[src/pkg/stp_pkg.sv]
// stepper control core: shared constants, register layout and state type
// What this block does
// - overcurrent only after drop exceeds filter time
// - direct mode stops one bridge, indexer both
// - overcurrent sets flag, fault low, held latched
// - gate-driver fault latches flag; stops both bridges, in direct mode only its own
// - overtemperature stops all, self-clears, releases fault
// - undervoltage stops all; flag stays until cleared
// - step edges ignored during any fault
// - reset restores defaults, stops drive, ignores inputs
// - sleep stops drive; registers stay accessible
// - reset ignored in sleep; undervoltage flag kept
// - frame is rw bit, 3 address, 12 data
// - select high whole frame; low completes it
// - first bit 0 writes addressed register
// - first bit 1 reads; input data ignored
// - control enable, direction invert, self-clearing step
// - step-size field in control bits 6-3
// - stall select bit 7, dead time 11-10
// - torque 7-0, sample window 10-8, bit10 reads 0
// - off time 7-0, indexer bypass bit 8
// - blanking 7-0, adaptive blanking bit 8
// - decay time 7-0, decay select 10-8
// - status bits: temp, overcurrent, gate, undervoltage
// - overcurrent threshold code selects 250-1000 mV
package stp_pkg;
	// ----------------------------------------------------------------
	// clock and timing
	// ----------------------------------------------------------------
	localparam int CLK_NS     = 20;
	localparam int OCP_T0_NS  = 1000;
	localparam int OCP_T1_NS  = 2000;
	localparam int OCP_T2_NS  = 4000;
	localparam int OCP_T3_NS  = 8000;
	localparam int FILT_W     = 9;
	localparam logic [FILT_W-1:0] OCP_C0 = FILT_W'((OCP_T0_NS + CLK_NS - 1) / CLK_NS);
	localparam logic [FILT_W-1:0] OCP_C1 = FILT_W'((OCP_T1_NS + CLK_NS - 1) / CLK_NS);
	localparam logic [FILT_W-1:0] OCP_C2 = FILT_W'((OCP_T2_NS + CLK_NS - 1) / CLK_NS);
	localparam logic [FILT_W-1:0] OCP_C3 = FILT_W'((OCP_T3_NS + CLK_NS - 1) / CLK_NS);
	// ----------------------------------------------------------------
	// serial frame
	// ----------------------------------------------------------------
	localparam int FRAME_BITS = 16;
	localparam int HEAD_BITS  = 4;
	localparam logic [4:0] CNT_FULL = 5'h10;
	localparam logic [4:0] CNT_HEAD = 5'h03;
	// ----------------------------------------------------------------
	// register addresses
	// ----------------------------------------------------------------
	localparam logic [2:0] A_CTRL   = 3'h0;
	localparam logic [2:0] A_TORQUE = 3'h1;
	localparam logic [2:0] A_OFF    = 3'h2;
	localparam logic [2:0] A_BLANK  = 3'h3;
	localparam logic [2:0] A_DECAY  = 3'h4;
	localparam logic [2:0] A_DRIVE  = 3'h6;
	localparam logic [2:0] A_STATUS = 3'h7;
	// ----------------------------------------------------------------
	// reset values and writable masks
	// ----------------------------------------------------------------
	localparam logic [11:0] CTRL_RST   = 12'hc10;
	localparam logic [11:0] TORQUE_RST = 12'h1ff;
	localparam logic [11:0] OFF_RST    = 12'h030;
	localparam logic [11:0] BLANK_RST  = 12'h080;
	localparam logic [11:0] DECAY_RST  = 12'h110;
	localparam logic [11:0] DRIVE_RST  = 12'ha59;
	localparam logic [11:0] CTRL_WMSK  = 12'hffb;
	localparam logic [11:0] TORQ_WMSK  = 12'h7ff;
	localparam logic [11:0] TORQ_RMSK  = 12'h3ff;
	localparam logic [11:0] W9_MSK     = 12'h1ff;
	localparam logic [11:0] DECAY_MSK  = 12'h7ff;
	// ----------------------------------------------------------------
	// field positions
	// ----------------------------------------------------------------
	localparam int B_MOTOR_ON  = 0;
	localparam int B_REVERSE   = 1;
	localparam int B_SINGLE    = 2;
	localparam int B_BYPASS    = 8;
	localparam int B_THR_LO    = 0;
	localparam int B_FILT_LO   = 2;
	localparam int S_OTS       = 0;
	localparam int S_OCP_A     = 1;
	localparam int S_OCP_B     = 2;
	localparam int S_PDF_A     = 3;
	localparam int S_PDF_B     = 4;
	localparam int S_UV        = 5;
	localparam int STAT_W      = 6;
	// ----------------------------------------------------------------
	// core state
	// ----------------------------------------------------------------
	typedef struct packed {
		logic [11:0]       ctrl;
		logic [11:0]       torque;
		logic [11:0]       off;
		logic [11:0]       blank;
		logic [11:0]       decay;
		logic [11:0]       drive;
		logic [STAT_W-1:0] stat;
		logic [15:0]       sh;
		logic [4:0]        cnt;
		logic              rdm;
		logic [11:0]       rd;
		logic              sdo;
		logic              adv;
		logic              heading;
		logic [1:0]        br;
		logic              flt;
		logic              awake;
		logic              sclk_d;
		logic              cs_d;
		logic              step_d;
	} stp_st_t;
	localparam stp_st_t ST_RST = '{ctrl: CTRL_RST, torque: TORQUE_RST, off: OFF_RST,
		blank: BLANK_RST, decay: DECAY_RST, drive: DRIVE_RST, default: '0};
endpackage
[src/pkg/stp_filt_if.sv]
// overcurrent filter hookup between core and one filter channel
`timescale 1ns/1ps
interface stp_filt_if;
	logic                      raw;
	logic [stp_pkg::FILT_W-1:0] limit;
	logic                      hit;
	modport core (output raw, output limit, input hit);
	modport filt (input raw, input limit, output hit);
endinterface

[src/design/stp_core.sv]
// stepper control core: fault supervision, sleep/reset, serial registers
`timescale 1ns/1ps
module stp_core import stp_pkg::*; (
	input  wire logic        mclk,            // core clock, 50 MHz
	input  wire logic        rst,             // supply-monitor reset, async high
	input  wire logic        reset_pin,       // reset pin, high active
	input  wire logic        low_power_pin_n, // sleep pin, low active
	input  wire logic        frame_select,    // serial chip select, high active
	input  wire logic        serial_clk,      // serial clock from host
	input  wire logic        serial_in_pin,   // serial data in
	input  wire logic        step_pin,        // step input
	input  wire logic        dir_pin,         // direction input
	input  wire logic [1:0]  ocp_raw,         // fet drop above threshold, per bridge
	input  wire logic [1:0]  gate_fault_raw,  // gate drive overcurrent, per bridge
	input  wire logic        overtemp_raw,    // die too hot
	input  wire logic        undervolt_raw,   // motor supply low
	output logic             serial_out_pin,  // serial data out
	output logic             fault_pin_low_o, // fault pin drive level
	output logic             fault_pin_low_oe_n, // fault pin enable, low drives
	output logic [1:0]       bridge_en,       // bridge enables, b is bit 1
	output logic             gate_reg_en,     // gate regulator and charge pump on
	output logic             step_advance,    // indexer advance pulse
	output logic             step_heading,    // effective direction
	output logic [11:0]      control_config,  // control word
	output logic [11:0]      current_sample_config, // torque and sample window
	output logic [11:0]      off_time_config, // off time and bypass
	output logic [11:0]      blanking_config, // blanking and adaptive
	output logic [11:0]      decay_config,    // decay time and select
	output logic [11:0]      drive_config     // threshold and filter time
);
	// ----------------------------------------------------------------
	// pin synchronisation
	// ----------------------------------------------------------------
	logic [12:0] pin_s;
	logic        sclk_s;
	logic        cs_s;
	logic        sdi_s;
	logic        step_s;
	logic        dir_s;
	logic        awake_s;
	logic        rstpin_s;
	logic        ots_c;
	logic        uv_c;
	logic [1:0]  pdf_s;
	logic [1:0]  ocp_s;

	stp_sync #(.W(13)) u_sync (
		.mclk (mclk),
		.rst  (rst),
		.d    ({serial_clk, frame_select, serial_in_pin, step_pin, dir_pin,
			low_power_pin_n, reset_pin, overtemp_raw, undervolt_raw,
			gate_fault_raw, ocp_raw}),
		.q    (pin_s)
	);
	assign {sclk_s, cs_s, sdi_s, step_s, dir_s, awake_s, rstpin_s, ots_c, uv_c,
		pdf_s, ocp_s} = pin_s;

	// ----------------------------------------------------------------
	// overcurrent filters
	// ----------------------------------------------------------------
	logic [FILT_W-1:0] ocp_limit;
	logic [1:0]        ocp_hit;
	stp_st_t           state_r;
	stp_st_t           state_nxt;

	always_comb
	begin
		case (state_r.drive[B_FILT_LO +: 2])
			2'h0:    ocp_limit = OCP_C0;
			2'h1:    ocp_limit = OCP_C1;
			2'h2:    ocp_limit = OCP_C2;
			default: ocp_limit = OCP_C3;
		endcase
	end

	for (genvar g = 0; g < 2; g++)
	begin : g_ocp
		stp_filt_if fi ();
		assign fi.raw    = ocp_s[g];
		assign fi.limit  = ocp_limit;
		assign ocp_hit[g] = fi.hit;
		stp_filt u_filt (
			.mclk (mclk),
			.rst  (rst),
			.f    (fi)
		);
	end

	// ----------------------------------------------------------------
	// shared terms
	// ----------------------------------------------------------------
	logic        sleep;
	logic        soft_rst;
	logic        sclk_rise;
	logic        sclk_fall;
	logic        cs_fall;
	logic        wr_now;
	logic [2:0]  wr_addr;
	logic [11:0] wr_data;
	logic [15:0] sh_in;
	logic        fault_act;
	logic        bypass;
	logic        lock_a;
	logic        lock_b;
	logic        run_ok;
	logic [STAT_W-1:0] st_set;
	logic [STAT_W-1:0] st_clr;

	assign sleep = !awake_s;
	assign soft_rst  = rstpin_s && !sleep;
	assign sclk_rise = cs_s && sclk_s && !state_r.sclk_d;
	assign sclk_fall = cs_s && !sclk_s && state_r.sclk_d;
	assign cs_fall   = state_r.cs_d && !cs_s;
	// full frame only; first bit low writes
	assign wr_now    = cs_fall && (state_r.cnt == CNT_FULL) && !state_r.sh[15];
	assign wr_addr   = state_r.sh[14:12];
	assign wr_data   = state_r.sh[11:0];
	assign sh_in     = {state_r.sh[14:0], sdi_s};
	assign bypass    = state_r.off[B_BYPASS];
	assign lock_a    = state_r.stat[S_OCP_A] || state_r.stat[S_PDF_A];
	assign lock_b    = state_r.stat[S_OCP_B] || state_r.stat[S_PDF_B];
	assign fault_act = lock_a || lock_b || ots_c || uv_c;
	assign run_ok    = state_r.ctrl[B_MOTOR_ON] && !sleep && !ots_c && !uv_c;

	// ----------------------------------------------------------------
	// read data
	// ----------------------------------------------------------------
	function automatic logic [11:0] rd_mux(input stp_st_t s, input logic [2:0] a);
		logic [11:0] v;
		v = 12'h000;
		if (a == A_CTRL)
			v = s.ctrl & CTRL_WMSK;
		else if (a == A_TORQUE)
			v = s.torque & TORQ_RMSK;
		else if (a == A_OFF)
			v = s.off;
		else if (a == A_BLANK)
			v = s.blank;
		else if (a == A_DECAY)
			v = s.decay;
		else if (a == A_DRIVE)
			v = s.drive;
		else if (a == A_STATUS)
			v = {{(12 - STAT_W){1'b0}}, s.stat};
		return v;
	endfunction

	// ----------------------------------------------------------------
	// status flags
	// ----------------------------------------------------------------
	always_comb
	begin
		st_set = '0;
		st_set[S_OCP_A] = ocp_hit[0];
		st_set[S_OCP_B] = ocp_hit[1];
		st_set[S_PDF_A] = pdf_s[0];
		st_set[S_PDF_B] = pdf_s[1];
		st_set[S_UV]    = uv_c;
		st_set[S_OTS]   = ots_c;
		st_clr = '0;
		if (wr_now && wr_addr == A_STATUS)
			st_clr = ~wr_data[STAT_W-1:0];
		if (sleep)
			st_clr[S_UV] = 1'b0;
		st_clr[S_OTS] = 1'b1;
	end

	// ----------------------------------------------------------------
	// next state
	// ----------------------------------------------------------------
	always_comb
	begin
		state_nxt        = state_r;
		state_nxt.sclk_d = sclk_s;
		state_nxt.cs_d   = cs_s;
		state_nxt.step_d = step_s;
		state_nxt.adv    = 1'b0;
		// set beats clear
		state_nxt.stat   = st_set | (state_r.stat & ~st_clr);

		if (cs_s && !state_r.cs_d)
		begin
			state_nxt.cnt = '0;
			state_nxt.rdm = 1'b0;
		end
		else if (sclk_rise && state_r.cnt != CNT_FULL)
		begin
			state_nxt.sh  = sh_in;
			state_nxt.cnt = state_r.cnt + 5'h01;
			if (state_r.cnt == CNT_HEAD && sh_in[HEAD_BITS-1])
			begin
				state_nxt.rdm = 1'b1;
				state_nxt.rd  = rd_mux(state_r, sh_in[2:0]);
			end
		end

		if (sclk_fall && state_r.rdm)
		begin
			state_nxt.sdo = state_r.rd[11];
			state_nxt.rd  = {state_r.rd[10:0], 1'b0};
		end
		if (!cs_s)
			state_nxt.sdo = 1'b0;

		if (wr_now)
		begin
			if (wr_addr == A_CTRL)
				state_nxt.ctrl = wr_data & CTRL_WMSK;
			else if (wr_addr == A_TORQUE)
				state_nxt.torque = wr_data & TORQ_WMSK;
			else if (wr_addr == A_OFF)
				state_nxt.off = wr_data & W9_MSK;
			else if (wr_addr == A_BLANK)
				state_nxt.blank = wr_data & W9_MSK;
			else if (wr_addr == A_DECAY)
				state_nxt.decay = wr_data & DECAY_MSK;
			else if (wr_addr == A_DRIVE)
				state_nxt.drive = wr_data;
		end

		// steps ignored on fault; self-clearing step
		state_nxt.adv = !fault_act && ((step_s && !state_r.step_d) ||
			(wr_now && wr_addr == A_CTRL && wr_data[B_SINGLE]));
		state_nxt.heading = dir_s ^ state_r.ctrl[B_REVERSE];

		state_nxt.br[0] = run_ok && !(bypass ? lock_a : (lock_a || lock_b));
		state_nxt.br[1] = run_ok && !(bypass ? lock_b : (lock_a || lock_b));
		state_nxt.flt   = lock_a || lock_b || ots_c || uv_c;
		state_nxt.awake = !sleep;

		if (soft_rst)
		begin
			state_nxt        = ST_RST;
			state_nxt.sclk_d = sclk_s;
			state_nxt.cs_d   = cs_s;
			state_nxt.step_d = step_s;
		end
	end

	always_ff @(posedge mclk or posedge rst)
	begin
		if (rst)
			state_r <= ST_RST;
		else
			state_r <= state_nxt;
	end

	// ----------------------------------------------------------------
	// outputs
	// ----------------------------------------------------------------
	assign serial_out_pin        = state_r.sdo;
	assign fault_pin_low_o       = 1'b0;
	assign fault_pin_low_oe_n    = !state_r.flt;
	assign bridge_en             = state_r.br;
	assign gate_reg_en           = state_r.awake;
	assign step_advance          = state_r.adv;
	assign step_heading          = state_r.heading;
	assign control_config        = state_r.ctrl;
	assign current_sample_config = state_r.torque;
	assign off_time_config       = state_r.off;
	assign blanking_config       = state_r.blank;
	assign decay_config          = state_r.decay;
	assign drive_config          = state_r.drive;
endmodule

[src/design/stp_filt.sv]
// overcurrent filter: raw must stay high longer than the limit
`timescale 1ns/1ps
module stp_filt import stp_pkg::*; (
	input  wire logic mclk, // core clock
	input  wire logic rst,  // async reset, high
	stp_filt_if.filt  f     // raw in, limit in, hit out
);
	logic [FILT_W-1:0] cnt_r;
	always_ff @(posedge mclk or posedge rst)
	begin
		if (rst)
		begin
			cnt_r <= '0;
			f.hit <= 1'b0;
		end
		else if (!f.raw)
		begin
			cnt_r <= '0;
			f.hit <= 1'b0;
		end
		else
		begin
			if (cnt_r < f.limit)
				cnt_r <= cnt_r + FILT_W'(1);
			f.hit <= (cnt_r >= f.limit);
		end
	end
endmodule

[src/design/stp_sync.sv]
// two-flop synchroniser for asynchronous pins
`timescale 1ns/1ps
module stp_sync #(
	parameter int W = 1
) (
	input  wire logic         mclk, // core clock
	input  wire logic         rst,  // async reset, high
	input  wire logic [W-1:0] d,    // asynchronous inputs
	output logic      [W-1:0] q     // synchronised outputs
);
	logic [W-1:0] meta_r;
	always_ff @(posedge mclk or posedge rst)
	begin
		if (rst)
		begin
			meta_r <= '0;
			q      <= '0;
		end
		else
		begin
			meta_r <= d;
			q      <= meta_r;
		end
	end
endmodule

[config.mk]
export PLATFORM = sky130hd
export DESIGN_NAME = stp_core
export DESIGN_NICKNAME = d
export VERILOG_FILES = /design/src/pkg/stp_pkg.sv /design/src/pkg/stp_filt_if.sv /design/src/design/stp_core.sv /design/src/design/stp_filt.sv /design/src/design/stp_sync.sv
export SDC_FILE = /design/constraint.sdc
export NUM_CORES = 1
export LEC_CHECK = 0
export ABC_AREA = 1
export BUFFER_PORTS_ARGS = -buffer_cell sky130_fd_sc_hd__buf_2
export CORE_ASPECT_RATIO = 0.75
export CORE_MARGIN = 1
export CORE_UTILIZATION = 53
export CTS_BUF_LIST = sky130_fd_sc_hd__clkbuf_16
export CTS_CLUSTER_DIAMETER = 30
export DETAILED_ROUTE_END_ITERATION = 6
export GPL_TIMING_DRIVEN = 0
export PLACE_DENSITY = 0.76
export SLEW_MARGIN = 25
export SYNTH_ARGS = -nofsm -noshare
export SYNTH_HDL_FRONTEND = slang
export SYNTH_HIERARCHICAL = 1
export SYNTH_SLANG_ARGS = --single-unit
[constraint.sdc]
create_clock -name mclk -period 3.2 [get_ports mclk]
set_clock_uncertainty 0.15 [all_clocks]
set_input_delay 0.32 -clock mclk [delete_from_list [all_inputs] [get_ports mclk]]
set_output_delay 0.32 -clock mclk [all_outputs]
set_load 0.02 [all_outputs]
* Word-level counts from Yosys, hierarchy flattened
Index checks and enable logic that the tools add are counted.
** Storage, ports and cells
- Register bits :: 168
- Input port bits :: 15
- Output and inout port bits :: 80
- Word-level logic and storage cells :: 167
** Operators by class
- $add $sub $neg :: 3
- $lt $le $gt $ge :: 4
- Equal/unequal tests :: 27
- Muxes and demuxes :: 38
- Bitwise logic cells :: 5
- Reductions and logical operators :: 64
** Operator list (number)
- $mux 12 :: 14
- $mux 122 :: 1
- $mux 72 :: 1
- $mux 60 :: 1
- $mux 48 :: 1
- $mux 36 :: 1
- $mux 9 :: 4
- $mux 34 :: 1
- $pmux 9 s3 :: 1
- $mux 13 :: 2
- $mux 24 :: 1
- $logic_and 1x1->1 :: 22
- $add 9x1->9 const B :: 2
- $eq 3x3->1 const B :: 6
- $ge 9x9->1 :: 2
- $lt 9x9->1 :: 2
- $mux 6 :: 3
- $mux 16 :: 1
- $reduce_bool 2->1 :: 8
- $eq 3x2->1 const B :: 4
- $logic_not 1->1 :: 12
- $ne 2x2->1 const B :: 6
- $not 6->6 :: 2
- $reduce_bool 3->1 :: 4
- 23 further kinds :: 39

* Depth between registers and ports, before layout
Gate-level depths: netlist of the first run.
- Word-level depth :: 14
- Depth in mapped cells :: 13
- Depth with buffers taken out :: 13

* By module
Netlist of the first run, hierarchy kept.
** Modules (own cells, without submodules)
- stp_core :: instances 1, cells an instance 746, area each 6119.6 um2, sequential area each 2856.5 um2
- stp_filt :: instances 2, cells an instance 130, area each 883.3 um2, sequential area each 250.2 um2
- stp_sync :: instances 1, cells an instance 27, area each 654.4 um2, sequential area each 650.6 um2

* Worst setup path before layout of the first run
Ideal clock, no wire load.
- Path type :: flip-flop to flip-flop
- Start :: register state_r, in the netlist drive_config[3]
- End :: register g_ocp[0].u_filt.cnt_r[0]
- Library setup time :: 66 ps
- Arrival :: 1918 ps
- Data required time :: 2984 ps
- Path slack :: 1066 ps
- Stages on the path, launching flop included :: 13
- Buffers on the path :: 0
- Period minus slack after synthesis :: 2134 ps
- Cells stage by stage :: dfstp_2 inv_1 ha_1 inv_1 inv_1 ha_1 nand2_1 nand2_1 nand2_1 nand3_1 nor2_4 nand3_1 nand2_1
** Between the ends
- Word-level cells in the longest chain between the ends :: 4
- Elaborated cells on any way between the ends :: 6
- Those cells by class :: 1 x order compare; 3 x eq/ne; 1 x mux; 1 x reduce/logical
** RTL lines
- start: declaration :: line stp_core.sv:63 : stp_st_t state_r;
- start signal: assignment :: line stp_core.sv:245 : state_r <= state_nxt;
- $eq 2x2->1 (tied with other cells) :: line stp_core.sv:68 : case (state_r.drive[B_FILT_LO +: 2])
- $pmux 9 s3 (*) :: line stp_core.sv:68
- named net g_ocp[0].fi.limit (one bit) :: line stp_filt_if.sv:5 : logic [stp_pkg::FILT_W-1:0] limit;
- $lt 9x9->1 (*) :: line stp_filt.sv:23 : if (cnt_r < f.limit)
- $ne 2x1->1 (no source line) (*)
- end signal: assignment :: line stp_filt.sv:24 : cnt_r <= cnt_r + FILT_W'(1);
- end: declaration :: line stp_filt.sv:8 : logic [FILT_W-1:0] cnt_r;
Mark *: on every way through the listed nets, which the timed path passes. The rest lies on a longest branch.
A chain may end at the register's enable or synchronous reset.

* Worst setup path in the final report of the first run
- Start :: register state_r, in the netlist drive_config[2]
- End :: register g_ocp[1].u_filt.cnt_r[5]
** Between the ends
- Word-level cells in the longest chain between the ends :: 4
- Elaborated cells on any way between the ends :: 6
- Those cells by class :: 1 x order compare; 3 x eq/ne; 1 x mux; 1 x reduce/logical
** RTL lines (line)
- $eq 2x2->1 (tied with other cells) :: stp_core.sv:68
- $pmux 9 s3 (*) :: stp_core.sv:68
- named net g_ocp[0].fi.limit (one bit) :: stp_filt_if.sv:5
- $lt 9x9->1 (*) :: stp_filt.sv:23
- $ne 2x1->1 (no source line) (*)
- end signal: assignment :: stp_filt.sv:24
- end: declaration :: stp_filt.sv:8
Marks and branches as above.

==> run_results.csv, run 1 <==
group,metric,value,unit
setup_path,worst_r2r_endpoint,"g_ocp[1].u_filt/cnt_r[5]",
die,die_area,16600,um^2
clock_tree,clkLatencyLatePin,430,ps
sta,relSlewSlack,41.9,%
setup_path,timing.critical_path.from_type,"flop",
power_and_ir_drop,clockPowerShare,44.0,%
setup_path,r2r_start,"drive_config[2]",
yosys,post_synth_instance_area,8540,um^2
sta,final_max_slew_viol_count,0,
sta,setup_total_negative_slack,0,ps
setup_path,cp.arrival,2710,ps
setup_path,setup.reg_to_reg.worst_slack,700,ps
clock_tree,cts_resized,0,
detailed_routing,wirelength_per_cell,16.3,um
place,numPortBuffers,84,
die,rows,39,
sta,final_hold_violating_endpoints,0,
clock_tree,tritoncts.num_buffers,17,
grt,grt_first_pass_wirelength,36300,um
yosys,synth-edff-count,0,
hold_path,min_path_cells,0,
setup_path,critical_path.cell_chain,"inv_1 -> ha_1 -> or2_2 -> inv_1 -> ha_1 -> nand2_2 -> nor2_2 -> nand2_1 -> nand3_1 -> nor2_4 -> nand3_1 -> nand2_1",
yosys,post_synth_fa_ha_maj_area_fraction,3.96,%
die,die_height,112,um
die,start_util,55.2,%
yosys,yosysSeqAreaShare,46.9,%
yosys,compound_gate_portion_of_the_synthesized_area,8.07,%
power_and_ir_drop,p_switching,1.19,mW
yosys,synth-seq-cells,159,
run,timing.max_cap.violations,0,
grt,antenna_found_initial,0,
setup_path,cpMaxStageDelayCell,"dfrtp_1",
detailed_routing,ant_nets,0,
detailed_routing,drt_first_pass_iters,6,
yosys,yosys_most_used_dff,"dfrtp_1",
cells_and_area,layout_commonest_cell,"nand2_1",
yosys,synthesis.instances,1033,
yosys,synth_top_family_by_area,"simple AND/OR/NAND/NOR gates",
detailed_routing,wirelength_routed,22500,um
setup_path,cp_data_required_time,3410,ps
setup_path,setup.worst_path.end_class,"flop",
clock_tree,cts-root-to-sink-buffers,2,
die,die_width,149,um
cells_and_area,num_antenna_cells,0,
outcome,outcome,"finished clean",
grt,groute.usage.overall,28.8,%
detailed_routing,routed-via-count,7436,
hold_path,hold_startpoint,"u_sync/meta_r[7]",
sta,fmax,0.400,GHz
yosys,post_synth.cell_area_avg,8.27,um^2
place,placed_cells_incl_taps,1337,
yosys,synth-xor-area-share,1.03,%
grt,number_of_global_route_vias_before_repair,6893,
setup_path,crit_path_max_incr_delay,500,ps
clock_tree,cts_tree,"yes",
setup_path,setup.worst_path.start,"drive_config[2]",
cells_and_area,design.final.nets,1207,
cells_and_area,final_cell_mix,"nand2_1, dfrtp_1, nand3_1, buf_2, inv_1",
clock_tree,clock_sink_count,159,
power_and_ir_drop,cell_internal_pwr,3.57,mW
die,pin_count,95,
cells_and_area,layout-area-overhead-vs-synth,18.3,%
detailed_routing,dr.first_iter.drc_count,892,
setup_path,criticalPathCategory,"reg -> reg",
yosys,synth_simple_gate_area_share,26.3,%
clock_tree,ctsHoldBuffers,14,
yosys,post_synth_num_cell_types,45,
hold_path,hold_class,"reg -> reg",
setup_path,critical_path_peak_fanout,10,
hold_path,timing.hold.worst_endpoint,"u_sync/q[7]",
detailed_routing,routed_via_density,5.38,
clock_tree,cts.htree.levels,4,
sta,layout_worst_path_cycle_share,78.1,%
cells_and_area,layout-drive-gt1-share,25.2,%
power_and_ir_drop,power.density,471,nW/um^2
cells_and_area,instances_no_fill,1383,
die,core_area,15500,um^2
power_and_ir_drop,switching_share,24.9,%
yosys,muxShareOfSynthArea,0,%
place,gp_routability_congestion,0.974,
setup_path,reg2regPathDepth,12,
clock_tree,worst_setup_hold_path_clk_slew,60,ps
sta,final-setup-viol-count,0,
sta,grt_setup_unrepaired,"false",
grt,grt.overflow.total,0,
yosys,synthesis.yosys.warnings,6,
yosys,synth-async-reset-ratio,100,%
place,dpl.hpwl,16500,um
power_and_ir_drop,combinational_share_of_power,10.3,%
sta,layout_min_cycle_time,2500,ps
power_and_ir_drop,peakVddDrop,0.000407,V
detailed_routing,drcViolationCount,0,
grt,largest_net_degree_at_the_start_of_global_routing,30,
power_and_ir_drop,seq_power_share,45.7,%
clock_tree,clock_tree.root_cell,"clkbuf_16",
power_and_ir_drop,power.leakage,5.31,nW
sta,worst_pin_slew,866,ps
clock_tree,postCtsSetupBuffers,0,
through the flow:
stage / setup WS, ps / hold slack (ps) / total power, mW / cell area [um^2] / utilization, %
2_1_floorplan: 1070 / 10.2 / 2.52 / 8590 / -
3_3_place_gp: 570 / 183 / 2.65 / 9260 / 59.9
3_5_place_dp: 739 / 185 / 2.68 / 9360 / 60.5
4_1_cts: 706 / 198 / 4.77 / 10100 / 65.3
5_1_grt: 515 / 204 / 4.91 / 10100 / 65.3
6_report: 700 / 196 / 4.76 / 10100 / 65.3
layout make-up:
type	count	area, um^2
buffer	108	729
clock buffer	17	425
clock inverter	15	178
fill	1310	5370
inverter	116	439
multi-input combinational	661	3410
sequential	159	4010
tap	205	256
timing repair buffer	102	656
worst max path at each step:
stage / endpoint / slack, ps
after CTS: g_ocp[1].u_filt/cnt_r[5] / 710
after global routing: g_ocp[1].u_filt/cnt_r[5] / 510
final: g_ocp[1].u_filt/cnt_r[5] / 700
after global placement: control_config[6] / 570
after floorplan: g_ocp[0].u_filt/cnt_r[0] / 1070
after detailed placement: g_ocp[1].u_filt/cnt_r[5] / 740
power groups by stage:
stage	Combinational (mW)	Sequential [mW]	Clock, mW
global route	0.544	2.18	2.19
detailed placement	0.471	2.21	0
floorplan	0.342	2.18	0
global placement	0.441	2.20	0
CTS	0.487	2.17	2.11
finish	0.489	2.18	2.09
Yosys cell counts (7+ instances only):
cell	n	area share (%)
inv_1	102	4.5
inv_2	13	0.57
buf_4	77	6.8
nor2_1	85	3.7
dfrtp_1	136	40
dfstp_2	23	7.1
nor2_2	11	0.81
xor2_1	7	0.72
o21ai_1	58	3.4
o21ai_0	20	1.2
nand4_1	14	1.0
nand2_1	212	9.3
nand2_2	7	0.51
ha_1	27	4.0
nand3_1	121	7.1
a21oi_1	27	1.6
nor3_1	7	0.41
buf_2	22	1.3
logic make-up (layout without fill, tap and decap cells):
| kind of cell | count (synthesis) | in the layout |
|---|---|---|
| XOR/XNOR | 10 | 10 |
| adder cells (fa/ha/maj) | 27 | 27 |
| AND/OR/NAND/NOR | 487 | 487 |
| buffers and inverters | 224 | 358 |
| flip-flops | 159 | 159 |
| other | 1 | 12 |
| AO/OA/AOI/OAI | 125 | 125 |
critical path: cells and delay by family (launching register included):
kind / cells / cell delay (ps)
AND/OR/NAND/NOR: 8 / 1120
flip-flops: 1 / 500
buffers and inverters: 2 / 180
adder cells (fa/ha/maj): 2 / 480
routing by layer:
layer	vias up	wire, um	GRT usage, %
met5	-	0	0
met4	0	713	13.0
met3	57	2440	7.83
met2	419	9260	39.4
met1	3435	10100	42.4
li1	3525	-	-
registers in the layout (all words and copies together), names as in the netlist, 11 cells and up:
name                   cells
state_r                   29
g_ocp.u_filt/cnt_r        18
sh_in                     15
u_sync/meta_r             13
u_sync/q                  13
drive_config              12
control_config            11
current_sample_config     11
decay_config              11
Power figures use the tool's default switching activity.
==> run 2: changes to the inputs <==
==> constraint.sdc (replaced) <==
create_clock -name mclk -period 2.17 [get_ports mclk]
set_clock_uncertainty 0.15 [all_clocks]
set_input_delay 0.217 -clock mclk [delete_from_list [all_inputs] [get_ports mclk]]
set_output_delay 0.217 -clock mclk [all_outputs]
set_load 0.02 [all_outputs]
==> run_results.csv, run 2 (same netlist as run 1, synthesis figures left out) <==
group,metric,value,unit
die,die_height,112,um
die,die_width,149,um
power_and_ir_drop,finalPower,7.11,mW
place,numPortBuffers,84,
die,rows,39,
sta,worst_pin_slew,859,ps
cells_and_area,number_of_flip_flops_under_the_largest_register_name,29,
detailed_routing,ant_nets,0,
clock_tree,clock_sink_count,159,
sta,layout_min_cycle_time,2310,ps
die,pin_count,95,
cells_and_area,layout_commonest_cell,"nand2_1",
sta,layout_worst_path_cycle_share,107,%
cells_and_area,largest_register,"state_r",
cells_and_area,num_antenna_cells,0,
die,die_area,16600,um^2
grt,antenna_found_initial,0,
detailed_routing,drcViolationCount,0,
die,core_area,15500,um^2
place,gp_routability_congestion,0.974,
sta,final_max_slew_viol_count,0,
cells_and_area,layout-drive-gt1-share,30.3,%
grt,grt.overflow.total,0,
sta,fin_hold_ws,196,ps
setup_path,cp.buffers_inverters,3,
outcome,violations,"negative setup slack",
cells_and_area,layout-area-overhead-vs-synth,23.6,%
cells_and_area,design.final.nets,1221,
die,start_util,55.2,%
run,timing.max_cap.violations,0,
sta,final-setup-viol-count,20,
sta,grt_setup_unrepaired,"true",
setup_path,setup.worst_path.end_class,"flop",
detailed_routing,dr.first_iter.drc_count,832,
sta,final_hold_violating_endpoints,0,
detailed_routing,routed_via_density,5.49,
power_and_ir_drop,switching_share,25.3,%
clock_tree,worst_setup_hold_path_clk_slew,60,ps
grt,number_of_global_route_vias_before_repair,7111,
setup_path,cpMaxStageDelayCell,"dfstp_2",
power_and_ir_drop,peakVddDrop,0.000599,V
setup_path,cp_data_required_time,2380,ps
grt,largest_net_degree_at_the_start_of_global_routing,30,
setup_path,timing.critical_path.from_type,"flop",
hold_path,hold_class,"reg -> reg",
clock_tree,clkLatencyLatePin,430,ps
setup_path,crit_path_max_incr_delay,630,ps
power_and_ir_drop,power.density,673,nW/um^2
grt,grt_first_pass_wirelength,37400,um
power_and_ir_drop,cell_internal_pwr,5.31,mW
power_and_ir_drop,power.leakage,5.47,nW
setup_path,cpLargestDelayFamily,"simple AND/OR/NAND/NOR gates",
detailed_routing,wirelength_per_cell,17.1,um
clock_tree,cts_tree,"yes",
clock_tree,cts.htree.levels,4,
sta,relSlewSlack,42.4,%
cells_and_area,final_cell_mix,"nand2_1, dfrtp_1, nand3_1, buf_2, inv_1",
power_and_ir_drop,p_switching,1.80,mW
grt,groute.usage.overall,29.7,%
detailed_routing,wirelength_routed,23900,um
setup_path,critical_path.cell_chain,"inv_4 -> ha_2 -> nor2_2 -> nor2_2 -> inv_1 -> ha_1 -> nand2_2 -> nor2_4 -> nand3_2 -> nand2_2 -> nor2_4 -> buf_6 -> nand3_1 -> nand2_1",
cells_and_area,regArea,4010,um^2
cells_and_area,layout.filler_cells,1221,
detailed_routing,drt_first_pass_iters,6,
setup_path,criticalPathCategory,"reg -> reg",
detailed_routing,routed-via-count,7674,
power_and_ir_drop,clockPowerShare,43.6,%
cells_and_area,multi_input_area,3740,um^2
clock_tree,clock_tree.root_cell,"clkbuf_16",
sta,fmax,0.432,GHz
setup_path,cp.arrival,2530,ps
outcome,outcome,"finished with violations",
clock_tree,cts-root-to-sink-buffers,2,
clock_tree,tritoncts.num_buffers,17,
place,dpl.hpwl,16500,um
setup_path,critical_path_peak_fanout,8,
power_and_ir_drop,seq_power_share,45.2,%
power_and_ir_drop,combinational_share_of_power,11.3,%
sta,final.setup.worst_slack,-144,ps
-- run 2: repair_timing --
item	4_1_cts	5_1_grt
resized for setup	36	41
setup buffers	7	4
endpoints found under the setup margin	20	35
gates cloned	3	0
hold buffers	14	0
pin swaps	10	27
hold endpoints to repair	79	0
-- run 2: path summary, 6_finish.rpt --
check                                 startpoint                        to  depth (start not counted)  slack, ps
worst min-delay path            u_sync/meta_r[7]               u_sync/q[7]                          0        200
max in group asynchronous                    rst        off_time_config[5]                          6        630
worst max register to register   drive_config[3]  g_ocp[0].u_filt/cnt_r[5]                         14       -140
worst max-delay path             drive_config[3]  g_ocp[0].u_filt/cnt_r[5]                         14       -140
worst min register to register  u_sync/meta_r[7]               u_sync/q[7]                          0        200
min in group asynchronous                    rst     g_ocp[1].u_filt/f.hit                          3        240
-- run 2: cell type report --
cell class,count,area share (%)
inverter,116,4.18
tap,205,2.43
multi-input combinational,664,35.5
clock inverter,15,1.68
timing repair buffer,113,7.29
sequential,159,38.0
buffer,108,6.97
clock buffer,17,4.03
-- run 2: layer usage --
metal / routed length, um / track usage, % / vias to the layer above
met5: 0 / 0 / -
met3: 2560 / 7.54 / 55
met1: 10300 / 43.2 / 3603
li1: - / - / 3559
met2: 10300 / 41.8 / 457
met4: 732 / 12.8 / 0
-- run 2: power by group through the flow --
stage | clock network, mW | registers [mW] | logic, mW
finish | 3.10 | 3.21 | 0.801
global route | 3.22 | 3.22 | 0.883
CTS | 3.11 | 3.20 | 0.755
detailed placement | 0 | 3.25 | 0.695
global placement | 0 | 3.25 | 0.650
floorplan | 0 | 3.22 | 0.505
-- run 2: through the flow --
step                      instance area (um^2)  utilization [%]  TNS [ps]  std cells  worst slack (ps)
after CTS                                10300             66.9      -953       1393              -109
final                                    10600             68.3     -2200       1397              -144
after detailed placement                  9360             60.5     -4940       1337              -291
after global routing                     10600             68.3     -3830       1397              -227
after global placement                    9260             59.9    -35160       1333              -357
after floorplan                           8590                -         0       1044              36.3
